===== config.mk =====
export PLATFORM = sky130hd
export DESIGN_NAME = dac_digital_gain_sidetone
export DESIGN_NICKNAME = d
export VERILOG_FILES = /design/src/inc/dac_gain_pkg.sv /design/src/hdl/dac_digital_gain_sidetone.sv /design/src/hdl/oversample_interp.sv
export VERILOG_INCLUDE_DIRS = /design/src /design/src/inc
export SDC_FILE = /design/constraint.sdc
export NUM_CORES = 2
export LEC_CHECK = 0
export BUFFER_PORTS_ARGS = -buffer_cell sky130_fd_sc_hd__buf_4
export CORE_ASPECT_RATIO = 1.4
export CORE_MARGIN = 5
export CORE_UTILIZATION = 61
export DETAILED_ROUTE_END_ITERATION = 7
export PLACE_DENSITY = 0.75
export SKIP_CTS_REPAIR_TIMING = 1
export SLEW_MARGIN = 20
export SYNTH_ARGS = -nofsm -noshare
export SYNTH_HDL_FRONTEND = slang
export SYNTH_SLANG_ARGS = --single-unit

===== constraint.sdc =====
create_clock -name clk -period 29.6 [get_ports clk]
set_input_delay 5.92 -clock clk [delete_from_list [all_inputs] [get_ports clk]]
set_output_delay 5.92 -clock clk [all_outputs]
set_load 0.03 [all_outputs]

===== src/inc/dac_gain_defines.svh =====
/*
  Constants of the DAC digital gain and sidetone front end: offsets,
  field positions, reset values and gain decode figures.
  Assumes an 8-bit register address and 16-bit register data.
*/
// Summary of operation
// - Sidetone gain: -36 dB plus 3 dB/step, 0 dB top
// - Channel input is interface data plus sidetone
// - Mixed audio interpolated at 24-bit precision
// - Enable bits 3 left, 2 right, reset 0
// - Volume spans -71.625 to 0 dB, 0.375 steps
// - Volume code 00h mutes, C0h-FFh 0 dB, reset C0h
// - Volume write without update only loads holding register
// - Update copies both held codes to active together
// - Update bit 8 in either volume register
// - Sidetone source: none, left mic, right mic, reserved
// - Sidetone taken after microphone high-pass filter
`ifndef DAC_GAIN_DEFINES_SVH
`define DAC_GAIN_DEFINES_SVH

`define ADDR_W         8
`define DATA_W         16
`define SAMPLE_W       24
`define OSR_LOG2_DEF   3

`define OFS_POWER      8'h12
`define OFS_LEFT_VOL   8'h1e
`define OFS_RIGHT_VOL  8'h1f
`define OFS_SIDETONE   8'h20
`define OFS_ACTIVE     8'h21

`define BIT_LEFT_ON    3
`define BIT_RIGHT_ON   2
`define BIT_COMMIT     8
`define VOL_MSB        7
`define VOL_LSB        0
`define LST_GAIN_MSB   11
`define LST_GAIN_LSB   8
`define RST_GAIN_MSB   7
`define RST_GAIN_LSB   4
`define LST_SRC_MSB    3
`define LST_SRC_LSB    2
`define RST_SRC_MSB    1
`define RST_SRC_LSB    0

`define VOL_RST        8'hc0
`define VOL_MUTE       8'h00
`define VOL_FULL       8'hc0
`define ST_GAIN_RST    4'h0
`define ST_GAIN_FULL   4'hc
`define MANT_FRAC      15

`endif


===== src/inc/dac_gain_pkg.sv =====
/*
  Types shared by the DAC gain front end and its interpolator.
  Assumes the constants header is on the include path.
*/
`include "dac_gain_defines.svh"

package dac_gain_pkg;

  // One audio sample with its strobe
  typedef struct packed {
    logic                        valid;
    logic signed [`SAMPLE_W-1:0] data;
  } sample_t;

  // Sidetone source field encoding
  typedef enum logic [1:0] {
    ST_NONE      = 2'h0,
    ST_LEFT_MIC  = 2'h1,
    ST_RIGHT_MIC = 2'h2,
    ST_RESERVED  = 2'h3
  } st_src_t;

  // Per-channel sidetone settings
  typedef struct packed {
    logic [3:0] gain;
    st_src_t    src;
  } sidetone_cfg_t;

endpackage


===== src/hdl/dac_digital_gain_sidetone.sv =====
/*
  Stereo DAC digital front end: channel enables, double-buffered
  8-bit volume, sidetone mix with 4-bit gain, interpolation to the
  modulators. Register port: write strobe, read strobe, read data in
  the next cycle only. Microphone inputs are the high-pass filtered taps.
*/
`timescale 1ns/10ps
`include "dac_gain_defines.svh"

module dac_digital_gain_sidetone #(
  parameter int OSR_LOG2 = `OSR_LOG2_DEF
) (
  input  wire logic                clk,
  input  wire logic                sys_rst,
  input  wire logic [`ADDR_W-1:0]  reg_addr,
  input  wire logic [`DATA_W-1:0]  reg_wdata,
  input  wire logic                reg_wr,
  input  wire logic                reg_rd,
  output logic [`DATA_W-1:0]       reg_rdata,
  input  dac_gain_pkg::sample_t    iface_rx_left,
  input  dac_gain_pkg::sample_t    iface_rx_right,
  input  dac_gain_pkg::sample_t    mic_hpf_left,
  input  dac_gain_pkg::sample_t    mic_hpf_right,
  output dac_gain_pkg::sample_t    mod_left,
  output dac_gain_pkg::sample_t    mod_right
);
  localparam int SW = `SAMPLE_W;

  // Saturating add of two samples
  // Clips at full scale: a wrapped sum would flip the sign and
  // turn a loud peak into a full-scale click of the other polarity.
  function automatic logic signed [SW-1:0] sat_add(
    input logic signed [SW-1:0] a,
    input logic signed [SW-1:0] b
  );
    logic signed [SW:0] s;
    s = (SW+1)'(a) + (SW+1)'(b);
    if (s[SW] != s[SW-1]) begin
      sat_add = s[SW] ? {1'b1, {(SW-1){1'b0}}} : {1'b0, {(SW-1){1'b1}}};
    end else begin
      sat_add = s[SW-1:0];
    end
  endfunction

  // Gain of 2**(-k*0.375/6) for the fine step k, Q1.15
  // Sixteen fine steps make one halving, so the coarse part of an
  // attenuation is a plain shift and only this small table is needed.
  function automatic logic [16:0] mant_lut(input logic [3:0] k);
    case (k)
      4'h0:    mant_lut = 17'h08000;
      4'h1:    mant_lut = 17'h07a93;
      4'h2:    mant_lut = 17'h07561;
      4'h3:    mant_lut = 17'h07067;
      4'h4:    mant_lut = 17'h06ba3;
      4'h5:    mant_lut = 17'h06713;
      4'h6:    mant_lut = 17'h062b4;
      4'h7:    mant_lut = 17'h05e84;
      4'h8:    mant_lut = 17'h05a82;
      4'h9:    mant_lut = 17'h056ac;
      4'ha:    mant_lut = 17'h052ff;
      4'hb:    mant_lut = 17'h04f7b;
      4'hc:    mant_lut = 17'h04c1c;
      4'hd:    mant_lut = 17'h048e2;
      4'he:    mant_lut = 17'h045cb;
      default: mant_lut = 17'h042d6;
    endcase
  endfunction

  // Attenuate by steps of 0.375 dB; 16 steps make one halving
  // The product keeps all bits until the shift; the result is then
  // truncated toward minus infinity, so small negatives end at -1.
  // Mute forces zero rather than relying on the deepest shift.
  function automatic logic signed [SW-1:0] apply_gain(
    input logic signed [SW-1:0] x,
    input logic [7:0]           steps,
    input logic                 mute
  );
    logic signed [17:0]    m;
    logic signed [SW+17:0] prod;
    logic signed [SW+17:0] shifted;
    m       = {1'b0, mant_lut(steps[3:0])};
    prod    = x * m;
    shifted = prod >>> (`MANT_FRAC + steps[7:4]);
    apply_gain = mute ? '0 : shifted[SW-1:0];
  endfunction

  // Volume code to attenuation steps
  // Codes from C0h up are all unity; below that each code is one
  // fine step, so the whole range needs no table of its own.
  function automatic logic [7:0] vol_steps(input logic [7:0] code);
    if (code >= `VOL_FULL) begin
      vol_steps = 8'h00;
    end else begin
      vol_steps = `VOL_FULL - code;
    end
  endfunction

  // Sidetone code to attenuation steps; 3 dB is 8 steps
  // Codes 12 to 15 saturate at unity, so one attenuator serves both
  // the sidetone and the channel volume.
  function automatic logic [7:0] st_steps(input logic [3:0] g);
    if (g >= `ST_GAIN_FULL) begin
      st_steps = 8'h00;
    end else begin
      st_steps = {1'b0, 4'(`ST_GAIN_FULL - g), 3'h0};
    end
  endfunction

  // Register state
  // Holding codes are what software last wrote; active codes are what
  // the datapath uses. They only meet on a commit.
  logic [7:0]                   left_gain_code_ff,  nxt_left_gain_code;
  logic [7:0]                   right_gain_code_ff, nxt_right_gain_code;
  logic [7:0]                   left_active_ff,     nxt_left_active;
  logic [7:0]                   right_active_ff,    nxt_right_active;
  logic                         left_conv_on_ff,    nxt_left_conv_on;
  logic                         right_conv_on_ff,   nxt_right_conv_on;
  dac_gain_pkg::sidetone_cfg_t  left_st_ff,         nxt_left_st;
  dac_gain_pkg::sidetone_cfg_t  right_st_ff,        nxt_right_st;
  logic [`DATA_W-1:0]           rdata_ff,           nxt_rdata;
  logic                         wr_left_vol;
  logic                         wr_right_vol;
  logic                         gain_commit;

  // Register writes and the simultaneous volume update
  // A commit also takes the code written in the same cycle, so one
  // write with the update bit set changes its own channel at once.
  // Both active codes load on the same edge, keeping the pair in step.
  always_comb begin
    wr_left_vol  = reg_wr && (reg_addr == `OFS_LEFT_VOL);
    wr_right_vol = reg_wr && (reg_addr == `OFS_RIGHT_VOL);
    gain_commit  = (wr_left_vol || wr_right_vol)
                   && reg_wdata[`BIT_COMMIT];
    nxt_left_gain_code  = left_gain_code_ff;
    nxt_right_gain_code = right_gain_code_ff;
    if (wr_left_vol) begin
      nxt_left_gain_code = reg_wdata[`VOL_MSB:`VOL_LSB];
    end
    if (wr_right_vol) begin
      nxt_right_gain_code = reg_wdata[`VOL_MSB:`VOL_LSB];
    end
    nxt_left_active  = left_active_ff;
    nxt_right_active = right_active_ff;
    if (gain_commit) begin
      nxt_left_active  = nxt_left_gain_code;
      nxt_right_active = nxt_right_gain_code;
    end
    nxt_left_conv_on  = left_conv_on_ff;
    nxt_right_conv_on = right_conv_on_ff;
    if (reg_wr && (reg_addr == `OFS_POWER)) begin
      nxt_left_conv_on  = reg_wdata[`BIT_LEFT_ON];
      nxt_right_conv_on = reg_wdata[`BIT_RIGHT_ON];
    end
    nxt_left_st  = left_st_ff;
    nxt_right_st = right_st_ff;
    if (reg_wr && (reg_addr == `OFS_SIDETONE)) begin
      nxt_left_st.gain  = reg_wdata[`LST_GAIN_MSB:`LST_GAIN_LSB];
      nxt_right_st.gain = reg_wdata[`RST_GAIN_MSB:`RST_GAIN_LSB];
      nxt_left_st.src   =
        dac_gain_pkg::st_src_t'(reg_wdata[`LST_SRC_MSB:`LST_SRC_LSB]);
      nxt_right_st.src  =
        dac_gain_pkg::st_src_t'(reg_wdata[`RST_SRC_MSB:`RST_SRC_LSB]);
    end
  end

  // Read data, valid only in the cycle after the strobe
  // Cleared whenever no read is pending, so a stale answer never
  // lingers on the bus. The update bit always reads zero.
  always_comb begin
    nxt_rdata = '0;
    if (reg_rd) begin
      case (reg_addr)
        `OFS_POWER: begin
          nxt_rdata[`BIT_LEFT_ON]  = left_conv_on_ff;
          nxt_rdata[`BIT_RIGHT_ON] = right_conv_on_ff;
        end
        `OFS_LEFT_VOL: begin
          nxt_rdata[`VOL_MSB:`VOL_LSB] = left_gain_code_ff;
        end
        `OFS_RIGHT_VOL: begin
          nxt_rdata[`VOL_MSB:`VOL_LSB] = right_gain_code_ff;
        end
        `OFS_SIDETONE: begin
          nxt_rdata[`LST_GAIN_MSB:`LST_GAIN_LSB] = left_st_ff.gain;
          nxt_rdata[`RST_GAIN_MSB:`RST_GAIN_LSB] = right_st_ff.gain;
          nxt_rdata[`LST_SRC_MSB:`LST_SRC_LSB]   = left_st_ff.src;
          nxt_rdata[`RST_SRC_MSB:`RST_SRC_LSB]   = right_st_ff.src;
        end
        `OFS_ACTIVE: begin
          nxt_rdata = {right_active_ff, left_active_ff};
        end
        default: begin
          nxt_rdata = '0;
        end
      endcase
    end
  end

  // Register flops; reset sets unity volume and both lanes off
  always_ff @(posedge clk) begin
    if (sys_rst) begin
      left_gain_code_ff  <= `VOL_RST;
      right_gain_code_ff <= `VOL_RST;
      left_active_ff     <= `VOL_RST;
      right_active_ff    <= `VOL_RST;
      left_conv_on_ff    <= 1'b0;
      right_conv_on_ff   <= 1'b0;
      left_st_ff         <= {`ST_GAIN_RST, dac_gain_pkg::ST_NONE};
      right_st_ff        <= {`ST_GAIN_RST, dac_gain_pkg::ST_NONE};
      rdata_ff           <= '0;
    end else begin
      left_gain_code_ff  <= nxt_left_gain_code;
      right_gain_code_ff <= nxt_right_gain_code;
      left_active_ff     <= nxt_left_active;
      right_active_ff    <= nxt_right_active;
      left_conv_on_ff    <= nxt_left_conv_on;
      right_conv_on_ff   <= nxt_right_conv_on;
      left_st_ff         <= nxt_left_st;
      right_st_ff        <= nxt_right_st;
      rdata_ff           <= nxt_rdata;
    end
  end

  // Read data straight from its flop
  assign reg_rdata = rdata_ff;

  // Latest filtered microphone samples for the sidetone taps
  // The taps run at their own rate; holding the last one lets each
  // receive sample mix the most recent tap without any buffer
  // between the two rates.
  logic signed [SW-1:0] mic_hold_ff [2];
  logic signed [SW-1:0] nxt_mic_hold [2];

  always_comb begin
    nxt_mic_hold[0] = mic_hold_ff[0];
    nxt_mic_hold[1] = mic_hold_ff[1];
    if (mic_hpf_left.valid) begin
      nxt_mic_hold[0] = mic_hpf_left.data;
    end
    if (mic_hpf_right.valid) begin
      nxt_mic_hold[1] = mic_hpf_right.data;
    end
  end

  // Tap holds, silent after reset
  always_ff @(posedge clk) begin
    if (sys_rst) begin
      mic_hold_ff[0] <= '0;
      mic_hold_ff[1] <= '0;
    end else begin
      mic_hold_ff[0] <= nxt_mic_hold[0];
      mic_hold_ff[1] <= nxt_mic_hold[1];
    end
  end

  // Per-channel views of the settings, index 0 left, 1 right
  // These only rename, so the lane loop below can index a channel.
  dac_gain_pkg::sample_t        rx_smp   [2];
  logic [7:0]                   vol_code [2];
  logic                         conv_on  [2];
  dac_gain_pkg::sidetone_cfg_t  st_cfg   [2];
  dac_gain_pkg::sample_t        mod_out  [2];

  assign rx_smp[0]   = iface_rx_left;
  assign rx_smp[1]   = iface_rx_right;
  assign vol_code[0] = left_active_ff;
  assign vol_code[1] = right_active_ff;
  assign conv_on[0]  = left_conv_on_ff;
  assign conv_on[1]  = right_conv_on_ff;
  assign st_cfg[0]   = left_st_ff;
  assign st_cfg[1]   = right_st_ff;

  // Mix, volume and interpolation, one lane per channel
  // Volume comes after the mix, so it scales the sidetone too and a
  // muted channel is silent. A disabled lane pulses but carries zeros.
  for (genvar ch = 0; ch < 2; ch++) begin : g_chan
    logic signed [SW-1:0]   st_pick;
    logic signed [SW-1:0]   st_scaled;
    dac_gain_pkg::sample_t  mix_ff, nxt_mix;
    dac_gain_pkg::sample_t  vol_ff, nxt_vol;

    // Sidetone pick and scale, mix, then channel volume
    always_comb begin
      case (st_cfg[ch].src)
        dac_gain_pkg::ST_LEFT_MIC: begin
          st_pick = mic_hold_ff[0];
        end
        dac_gain_pkg::ST_RIGHT_MIC: begin
          st_pick = mic_hold_ff[1];
        end
        default: begin
          st_pick = '0;
        end
      endcase
      st_scaled     = apply_gain(st_pick, st_steps(st_cfg[ch].gain), 1'b0);
      nxt_mix.valid = rx_smp[ch].valid;
      nxt_mix.data  = mix_ff.data;
      if (rx_smp[ch].valid) begin
        nxt_mix.data = sat_add(rx_smp[ch].data, st_scaled);
      end
      nxt_vol.valid = mix_ff.valid;
      nxt_vol.data  = vol_ff.data;
      if (mix_ff.valid) begin
        if (conv_on[ch]) begin
          nxt_vol.data = apply_gain(mix_ff.data, vol_steps(vol_code[ch]),
                                    vol_code[ch] == `VOL_MUTE);
        end else begin
          nxt_vol.data = '0;
        end
      end
    end

    // Mix and volume stages
    always_ff @(posedge clk) begin
      if (sys_rst) begin
        mix_ff <= '0;
        vol_ff <= '0;
      end else begin
        mix_ff <= nxt_mix;
        vol_ff <= nxt_vol;
      end
    end

    // Oversampled stream to the modulator
    // The interpolator clears its state while the lane is off, so a
    // re-enabled lane ramps from silence, not from an old level.
    oversample_interp #(
      .SW       (SW),
      .OSR_LOG2 (OSR_LOG2)
    ) u_interp (
      .clk      (clk),
      .sys_rst  (sys_rst),
      .conv_on  (conv_on[ch]),
      .in_smp   (vol_ff),
      .out_smp  (mod_out[ch])
    );
  end

  // Lane outputs straight from the interpolator flops
  assign mod_left  = mod_out[0];
  assign mod_right = mod_out[1];

endmodule


===== src/hdl/oversample_interp.sv =====
/*
  Linear interpolator: each input sample starts 2**OSR_LOG2 output
  samples, one per clock, stepping from the last target to the new one.
  Assumes input samples are at least 2**OSR_LOG2+1 clocks apart.
*/
`timescale 1ns/10ps
`include "dac_gain_defines.svh"

module oversample_interp #(
  parameter int SW       = `SAMPLE_W,
  parameter int OSR_LOG2 = `OSR_LOG2_DEF
) (
  input  wire logic                clk,
  input  wire logic                sys_rst,
  input  wire logic                conv_on,
  input  dac_gain_pkg::sample_t    in_smp,
  output dac_gain_pkg::sample_t    out_smp
);
  localparam int AW = SW + OSR_LOG2;

  logic signed [AW-1:0]   acc_ff,  nxt_acc;
  logic signed [SW:0]     step_ff, nxt_step;
  logic signed [SW-1:0]   tgt_ff,  nxt_tgt;
  logic [OSR_LOG2:0]      left_ff, nxt_left;
  dac_gain_pkg::sample_t  out_ff,  nxt_out;

  // Step computation and tick countdown
  always_comb begin
    nxt_acc       = acc_ff;
    nxt_step      = step_ff;
    nxt_tgt       = tgt_ff;
    nxt_left      = left_ff;
    nxt_out       = out_ff;
    nxt_out.valid = 1'b0;
    if (in_smp.valid) begin
      nxt_step = (SW+1)'(in_smp.data) - (SW+1)'(tgt_ff);
      nxt_acc  = {tgt_ff, {OSR_LOG2{1'b0}}};
      nxt_tgt  = in_smp.data;
      nxt_left = (OSR_LOG2+1)'(1 << OSR_LOG2);
    end else if (left_ff != '0) begin
      nxt_acc       = acc_ff + AW'(step_ff);
      nxt_left      = left_ff - 1'b1;
      nxt_out.valid = 1'b1;
      nxt_out.data  = nxt_acc[AW-1:OSR_LOG2];
    end
    if (!conv_on) begin
      nxt_acc      = '0;
      nxt_step     = '0;
      nxt_tgt      = '0;
      nxt_out.data = '0;
    end
  end

  always_ff @(posedge clk) begin
    if (sys_rst) begin
      acc_ff  <= '0;
      step_ff <= '0;
      tgt_ff  <= '0;
      left_ff <= '0;
      out_ff  <= '0;
    end else begin
      acc_ff  <= nxt_acc;
      step_ff <= nxt_step;
      tgt_ff  <= nxt_tgt;
      left_ff <= nxt_left;
      out_ff  <= nxt_out;
    end
  end

  assign out_smp = out_ff;

endmodule


* Word level (Yosys, flattened, before mapping) *
Memory sizes are Yosys's and may differ from the RTL's.
Index checks and enable logic that the tools add are counted.

word-level totals
  bits in registers = 372
  RAM bits = 48
  ROM bits = 1,024
  output and inout port bits = 66
  word-level logic and storage cells = 155
  memories kept = 5

memories
  memory            depth  width  rd ports  clocked after memory_dff  write ports  RTL line                          RTL
  (name not given)  16     16     1         0                         0            dac_digital_gain_sidetone.sv:49   case (k)
  (name not given)  16     16     1         0                         0            dac_digital_gain_sidetone.sv:49
  (name not given)  16     16     1         0                         0            dac_digital_gain_sidetone.sv:49
  (name not given)  16     16     1         0                         0            dac_digital_gain_sidetone.sv:49
  mic_hold_ff       2      24     2         0                         2            dac_digital_gain_sidetone.sv:231  logic signed [SW-1:0] mic_hold_ff [2];

operators by class
  add/sub/neg operators = 16
  multiply operators = 4
  order comparisons = 4
  equal/unequal tests = 11
  shifts and indexed selects = 4
  multiplexer cells = 45
  bitwise logic cells = 8
  reductions and logical operators = 22

operators by type and width
  kind                   count
  $mux W24               12
  $mul A24 B18 Y42       4
  $sshr A42 B5 Y24       4
  $mux W27               4
  $pmux W24 S2           2
  $mux W17               4
  $mux W8                8
  $add A27 B25 Y27       2
  $add A24 B24 Y25       2
  $mux W25               2
  $sub A24 B24 Y25       2
  $eq A8 B5 Y1 const B   3
  $add A4 B4 Y5 const A  4
  $eq A8 B6 Y1 const B   2
  $ge A8 B8 Y1 const B   2
  $logic_not A8 Y1       2
  $mux W4                4
  $pmux W4 S4            1
  $sub A8 B8 Y8 const A  2
  $mux W7                2
  $pmux W2 S5            1
  $reduce_or A2 Y1       5
  $reduce_or A3 Y1       3
  $ge A4 B4 Y1 const B   2
  15 further kinds       35

* Longest topological paths before layout *
An unclocked memory read counts as a cell.

  word-level depth = 11
  gate-level depth with buffers = 47

* Modules after synthesis *
A second synthesis with hierarchy kept.

second synthesis, totals
  cell total of the unflattened synthesis = 9,366
  area, all modules = 77,286.6 µm²

by module, submodules not included
  module                     instances  cells an instance  area each (µm²)  seq. area each (µm²)
  dac_digital_gain_sidetone  1          7,668              63,828.7         4,204.0
  oversample_interp          2          849                6,729.0          2,102.0

* Worst setup path after synthesis *
Ideal clock, no wire load.

  path kind = register to register
  start point = register left_st_ff[0] (netlist bit)
  end point = register g_chan[0].mix_ff[21] (netlist bit)
  arrival time = 10,626 ps
  data required time = 29,514 ps
  setup slack = 18,888 ps
  cell stages (with the launch flop) = 45
  buffers on the path = 4
  cell sequence = dfxtp_1 -> inv_1 -> ha_1 -> clkbuf_1 -> clkbuf_1 -> clkbuf_1 -> a22oi_1 -> or3_1 -> inv_1 -> ha_1 -> xor2_1 -> ha_1 -> fa_1 -> fa_1 -> fa_1 -> inv_1 -> fa_1 -> inv_1 -> [... 9 more ...] -> mux2i_1 -> o31ai_1 -> mux2_2 -> mux2i_1 -> mux4_2 -> ha_1 -> o21a_1 -> o21ai_0 -> a21oi_1 -> and3_1 -> a2111oi_0 -> o21ai_0 -> or4_1 -> a31o_2 -> a21oi_1 -> xor2_1 -> maj3_1 -> a211oi_1

between the ends
  word-level cells in the longest chain between the ends = 7

ends and longest elaborated chain
  item                                                 RTL line                                                          RTL
  from (decl)                                          dac_digital_gain_sidetone.sv:118                                  dac_gain_pkg::sidetone_cfg_t left_st_ff, nxt_left_st;
  from (signal assigned)                               dac_digital_gain_sidetone.sv:208                                  left_st_ff <= {`ST_GAIN_RST, dac_gain_pkg::ST_NONE};
  from (signal assigned)                               dac_digital_gain_sidetone.sv:218                                  left_st_ff <= nxt_left_st;
  $eq A2 B2 Y1 / $eq A2 B1 Y1 (equally long branches)  dac_digital_gain_sidetone.sv:284                                  case (st_cfg[ch].src)
  $pmux W24 S2 *                                       dac_digital_gain_sidetone.sv:284
  $mul A24 B18 Y42 *                                   dac_digital_gain_sidetone.sv:82                                   prod = x * m;
  $sshr A42 B5 Y24 *                                   dac_digital_gain_sidetone.sv:83                                   shifted = prod >>> (`MANT_FRAC + steps[7:4]);
  $add A24 B24 Y25 *                                   dac_digital_gain_sidetone.sv:37                                   s = (SW+1)'(a) + (SW+1)'(b);
  $mux W24 / $ne A1 B1 Y1 (equally long branches)      dac_digital_gain_sidetone.sv:39, dac_digital_gain_sidetone.sv:38
  $mux W24 *                                           dac_digital_gain_sidetone.sv:38                                   if (s[SW] != s[SW-1]) begin
  to (signal assigned)                                 dac_digital_gain_sidetone.sv:319                                  mix_ff <= nxt_mix;
  to (decl)                                            dac_digital_gain_sidetone.sv:279                                  dac_gain_pkg::sample_t mix_ff, nxt_mix;

Mark *: on every way between the ends. The rest lies on a longest branch, timed or not.
A chain may end at the register's enable or synchronous reset.

* Worst setup path after layout *
  start point = register left_st_ff[4] (netlist bit)
  end point = register g_chan[0].mix_ff[21] (netlist bit)

between the ends
  word-level cells in the longest chain between the ends = 8

ends and longest elaborated chain
  item                                             RTL line                                                          RTL
  $ge A4 B4 Y1 (no line)                           --
  $mux W7 *                                        dac_digital_gain_sidetone.sv:102                                  if (g >= `ST_GAIN_FULL) begin
  $mem_v2 Z16 W16                                  --
  $mul A24 B18 Y42                                 dac_digital_gain_sidetone.sv:82
  $sshr A42 B5 Y24 *                               dac_digital_gain_sidetone.sv:83
  $add A24 B24 Y25 *                               dac_digital_gain_sidetone.sv:37
  $mux W24 / $ne A1 B1 Y1 (equally long branches)  dac_digital_gain_sidetone.sv:39, dac_digital_gain_sidetone.sv:38
  $mux W24 *                                       dac_digital_gain_sidetone.sv:38

Marks and branches as above.

==> metrics.txt <==
Final TNS setup 0 ps; nets 10,800; #FFs+latches synth 420; Yosys warning total 0; Post-synth EDFFs 0; Synth Flop Type dfxtp_1; mean post-synth cell area 8.26 um^2; Power Total 0.00154 W; dpl cell area 78,000 um^2; fillers 10,700; Final min period between 10,000 and 15,000 ps; R2R Setup Slk 17,320 ps; CP Data Arrival Time 12,780 ps; Placed Cells 10,600; Setup crit start kind flop; Post-Synthesis Cell Area 75,400 um^2; Starting Density 61.4%; # DRC 0; CTS max path bufs 3; FMAX 0.0814 GHz; Final Cycle Share 41.5%; Seq/Total Area, Yosys 11.2%; Worst VDD drop 0.0000696 V; CTS HTree Levels 2; cell count after synthesis 9,123; Overflow after GRT 0; CTS tree built; vias in the first global route 65,100; DRT Wirelength 203,000 um; I/O pin total around 190; net count after synthesis 10,900; Vias 63,600; Crit Path Max Fanout 19; Hold WC Path Type flop to flop; Worst Setup EP g_chan[0].mix_ff[21]$_SDFFE_PP0P_; drt pass-1 iters 7; asr flop ratio synth 0%; Pleak 37.4 nW; GR Util All Layers 30.6%; Worst EP required between 30,000 and 40,000 ps; slew at the pin closest to its max-slew limit about 1100 ps; Syn-to-layout area delta 5.81%; Slew headroom 26.9%; CP Capture Type flop; Final Instance Area 79,700 um^2; die width 307 um; Critical R2R Launch left_st_ff[4]$_SDFFE_PP0P_; CTS Sinks 420; FP Rows 152; hpwl dp around 160,000 um; Placer Congestion 0.982; Die Ht 426 um; DRT antenna net count 0; layout cells sized above 1 6.52%; DIE AREA 131,000 um^2; TritonCTS buffer count 47; CP max-delay cell nor3_1; Critical Path Source left_st_ff[4]$_SDFFE_PP0P_; Final Slew Violations 0; Hold Vio Cnt, Final 0; largest net degree at the start of global routing 90; Non-Filler Instances 10,700; hold_sp g_chan[0].u_interp.out_smp[8]$_SDFFE_PP0P_; reg-to-reg critical path endpoint g_chan[0].mix_ff[21]$_SDFFE_PP0P_; first-pass GRT wire length approximately 330,000 um; Setup CP Type flop to flop; RSZ-0062 raised after global routing false; initial antenna violation count 6; most common cell after layout, fill and taps aside inv_1; Crit path largest cell delay 1020 ps; Pwr per Cell Area a little under 20 nW/um^2; status finished, final reports clean; Worst-path clk slew roughly 60 ps; reg2reg path depth 35; Buffers on Ports 189; Setup Viol. Count Final 0; iteration-0 DRC count of the detailed router 3,835; final core utilization 65.0%; Synth cell types 94; Worst Skew 50.0 ps; routed len/inst 19.1 um; CTS root buf clkbuf_16; worst skew pair latency 640 ps; most frequent cells in the layout inv_1 (1,414), nand2_1 (1,007), fa_1 (988); max_cap viols 0; CORE AREA 123,000 um^2; Vias/cell a little under 6
## synthesized netlist by cell type (53+ instances only)
master / count / area share (%)
nand2_1: 1007 / 5.0
nor2_1: 619 / 3.1
mux2i_1: 286 / 3.8
dfxtp_1: 420 / 11
or3_1: 53 / 0.44
mux2_2: 63 / 0.94
xor2_1: 124 / 1.4
nor3_1: 182 / 1.2
and2_1: 350 / 2.9
o211ai_1: 74 / 0.74
a211oi_1: 143 / 1.4
xnor2_1: 181 / 2.1
clkbuf_1: 409 / 2.0
and3_1: 62 / 0.51
a21oi_1: 478 / 3.2
nand2b_1: 60 / 0.50
nor2b_1: 98 / 0.81
nand3_1: 106 / 0.70
ha_1: 666 / 11
a22oi_1: 80 / 0.80
fa_1: 988 / 26
a21o_1: 161 / 1.6
inv_1: 1414 / 7.0
o21ai_0: 280 / 1.9
## worst min path at each step
stage               cells after the start                                           to  slack [ps]
floorplan                               2   g_chan[1].u_interp.step_ff[0]$_SDFFE_PP0P_         430
global placement                        2  g_chan[1].u_interp.out_smp[21]$_SDFFE_PP0P_         440
detailed placement                      2  g_chan[1].u_interp.out_smp[22]$_SDFFE_PP0P_         450
CTS                                     2  g_chan[1].u_interp.out_smp[22]$_SDFFE_PP0P_         460
global route                            2  g_chan[1].u_interp.out_smp[18]$_SDFFE_PP0P_         480
finish                                  2   g_chan[0].u_interp.out_smp[8]$_SDFFE_PP0P_         450
## worst max-delay path: cells and delay by family, from the launching register on
| family | cells | cell delay [ps] |
|---|---|---|
| adders and majority gates | 9 | 3830 |
| muxes | 2 | 350 |
| xor gates and xnor gates | 2 | 300 |
| DFF | 1 | 380 |
| AOI/OAI and AO/OA | 15 | 4970 |
| and+or+nand+nor | 5 | 2280 |
| buffers and inverters | 2 | 90 |
## registers in the layout, summed over array words and instances, names as in the netlist
| name | flops |
|---|---|
| right_gain_code_ff | 8 |
| left_active_ff | 8 |
| g_chan.u_interp.step_ff | 50 |
| left_gain_code_ff | 8 |
| g_chan.vol_ff | 50 |
| g_chan.u_interp.out_smp | 50 |
| g_chan.mix_ff | 50 |
| g_chan.u_interp.left_ff | 8 |
| right_active_ff | 8 |
| g_chan.u_interp.tgt_ff | 48 |
| right_conv_on_ff | 1 |
| left_st_ff | 6 |
| reg_rdata | 16 |
| left_conv_on_ff | 1 |
| g_chan.u_interp.acc_ff | 54 |
| mic_hold_ff | 48 |
| right_st_ff | 6 |
## stage by stage
stage | hold WS, ps | worst slack, ps
after global routing | 477 | 16430
after CTS | 456 | 17390
after detailed placement | 448 | 17380
after global placement | 445 | 17550
final | 453 | 17320
after floorplan | 432 | 18890
## kinds of logic (layout without fill, tap and decap cells)
group	count (synthesis)	in the layout	share of synthesized area [%]
multiplexers	396	396	6.15
other	0	2	0
XOR/XNOR	306	306	3.57
buffers and inverters	1884	1793	9.41
AO/OA/AOI/OAI	1767	1767	15.6
flip-flops	420	420	11.2
AND/OR/NAND/NOR	2670	2670	16.4
adder cells (fa/ha/maj)	1680	1680	37.6
## cell type report
cell class                      instances  area, um^2  share of cell area (%)
Multi-Input combinational cell       6819       60100                    75.4
Sequential cell                       420        8410                    10.6
Inverter                             1420        5330                    6.68
Timing Repair Buffer                  287        2160                    2.71
Tap cell                             1617        2020                    2.54
Clock buffer                           66        1370                    1.72
Clock inverter                         20         312                   0.391
Antenna cell                            2        5.00                 0.00628
## layer usage
layer | up-vias | share of wire, % | track usage (%)
li1 | 30000 | - | -
met1 | 31100 | 38 | 36.4
met2 | 1952 | 51 | 56.1
met3 | 553 | 5.6 | 3.95
met4 | 6 | 4.7 | 12.2
met5 | - | 0.016 | 0
## where the power goes
| part | internal (W) | switching, W | total (W) |
|---|---|---|---|
| clock network | 0.000378 | 0.000258 | 0.000636 |
| registers | 0.000581 | 0.0000379 | 0.000618 |
| logic | 0.0000984 | 0.000186 | 0.000284 |
| total | 0.00106 | 0.000482 | 0.00154 |
Power figures use the tool's default switching activity.
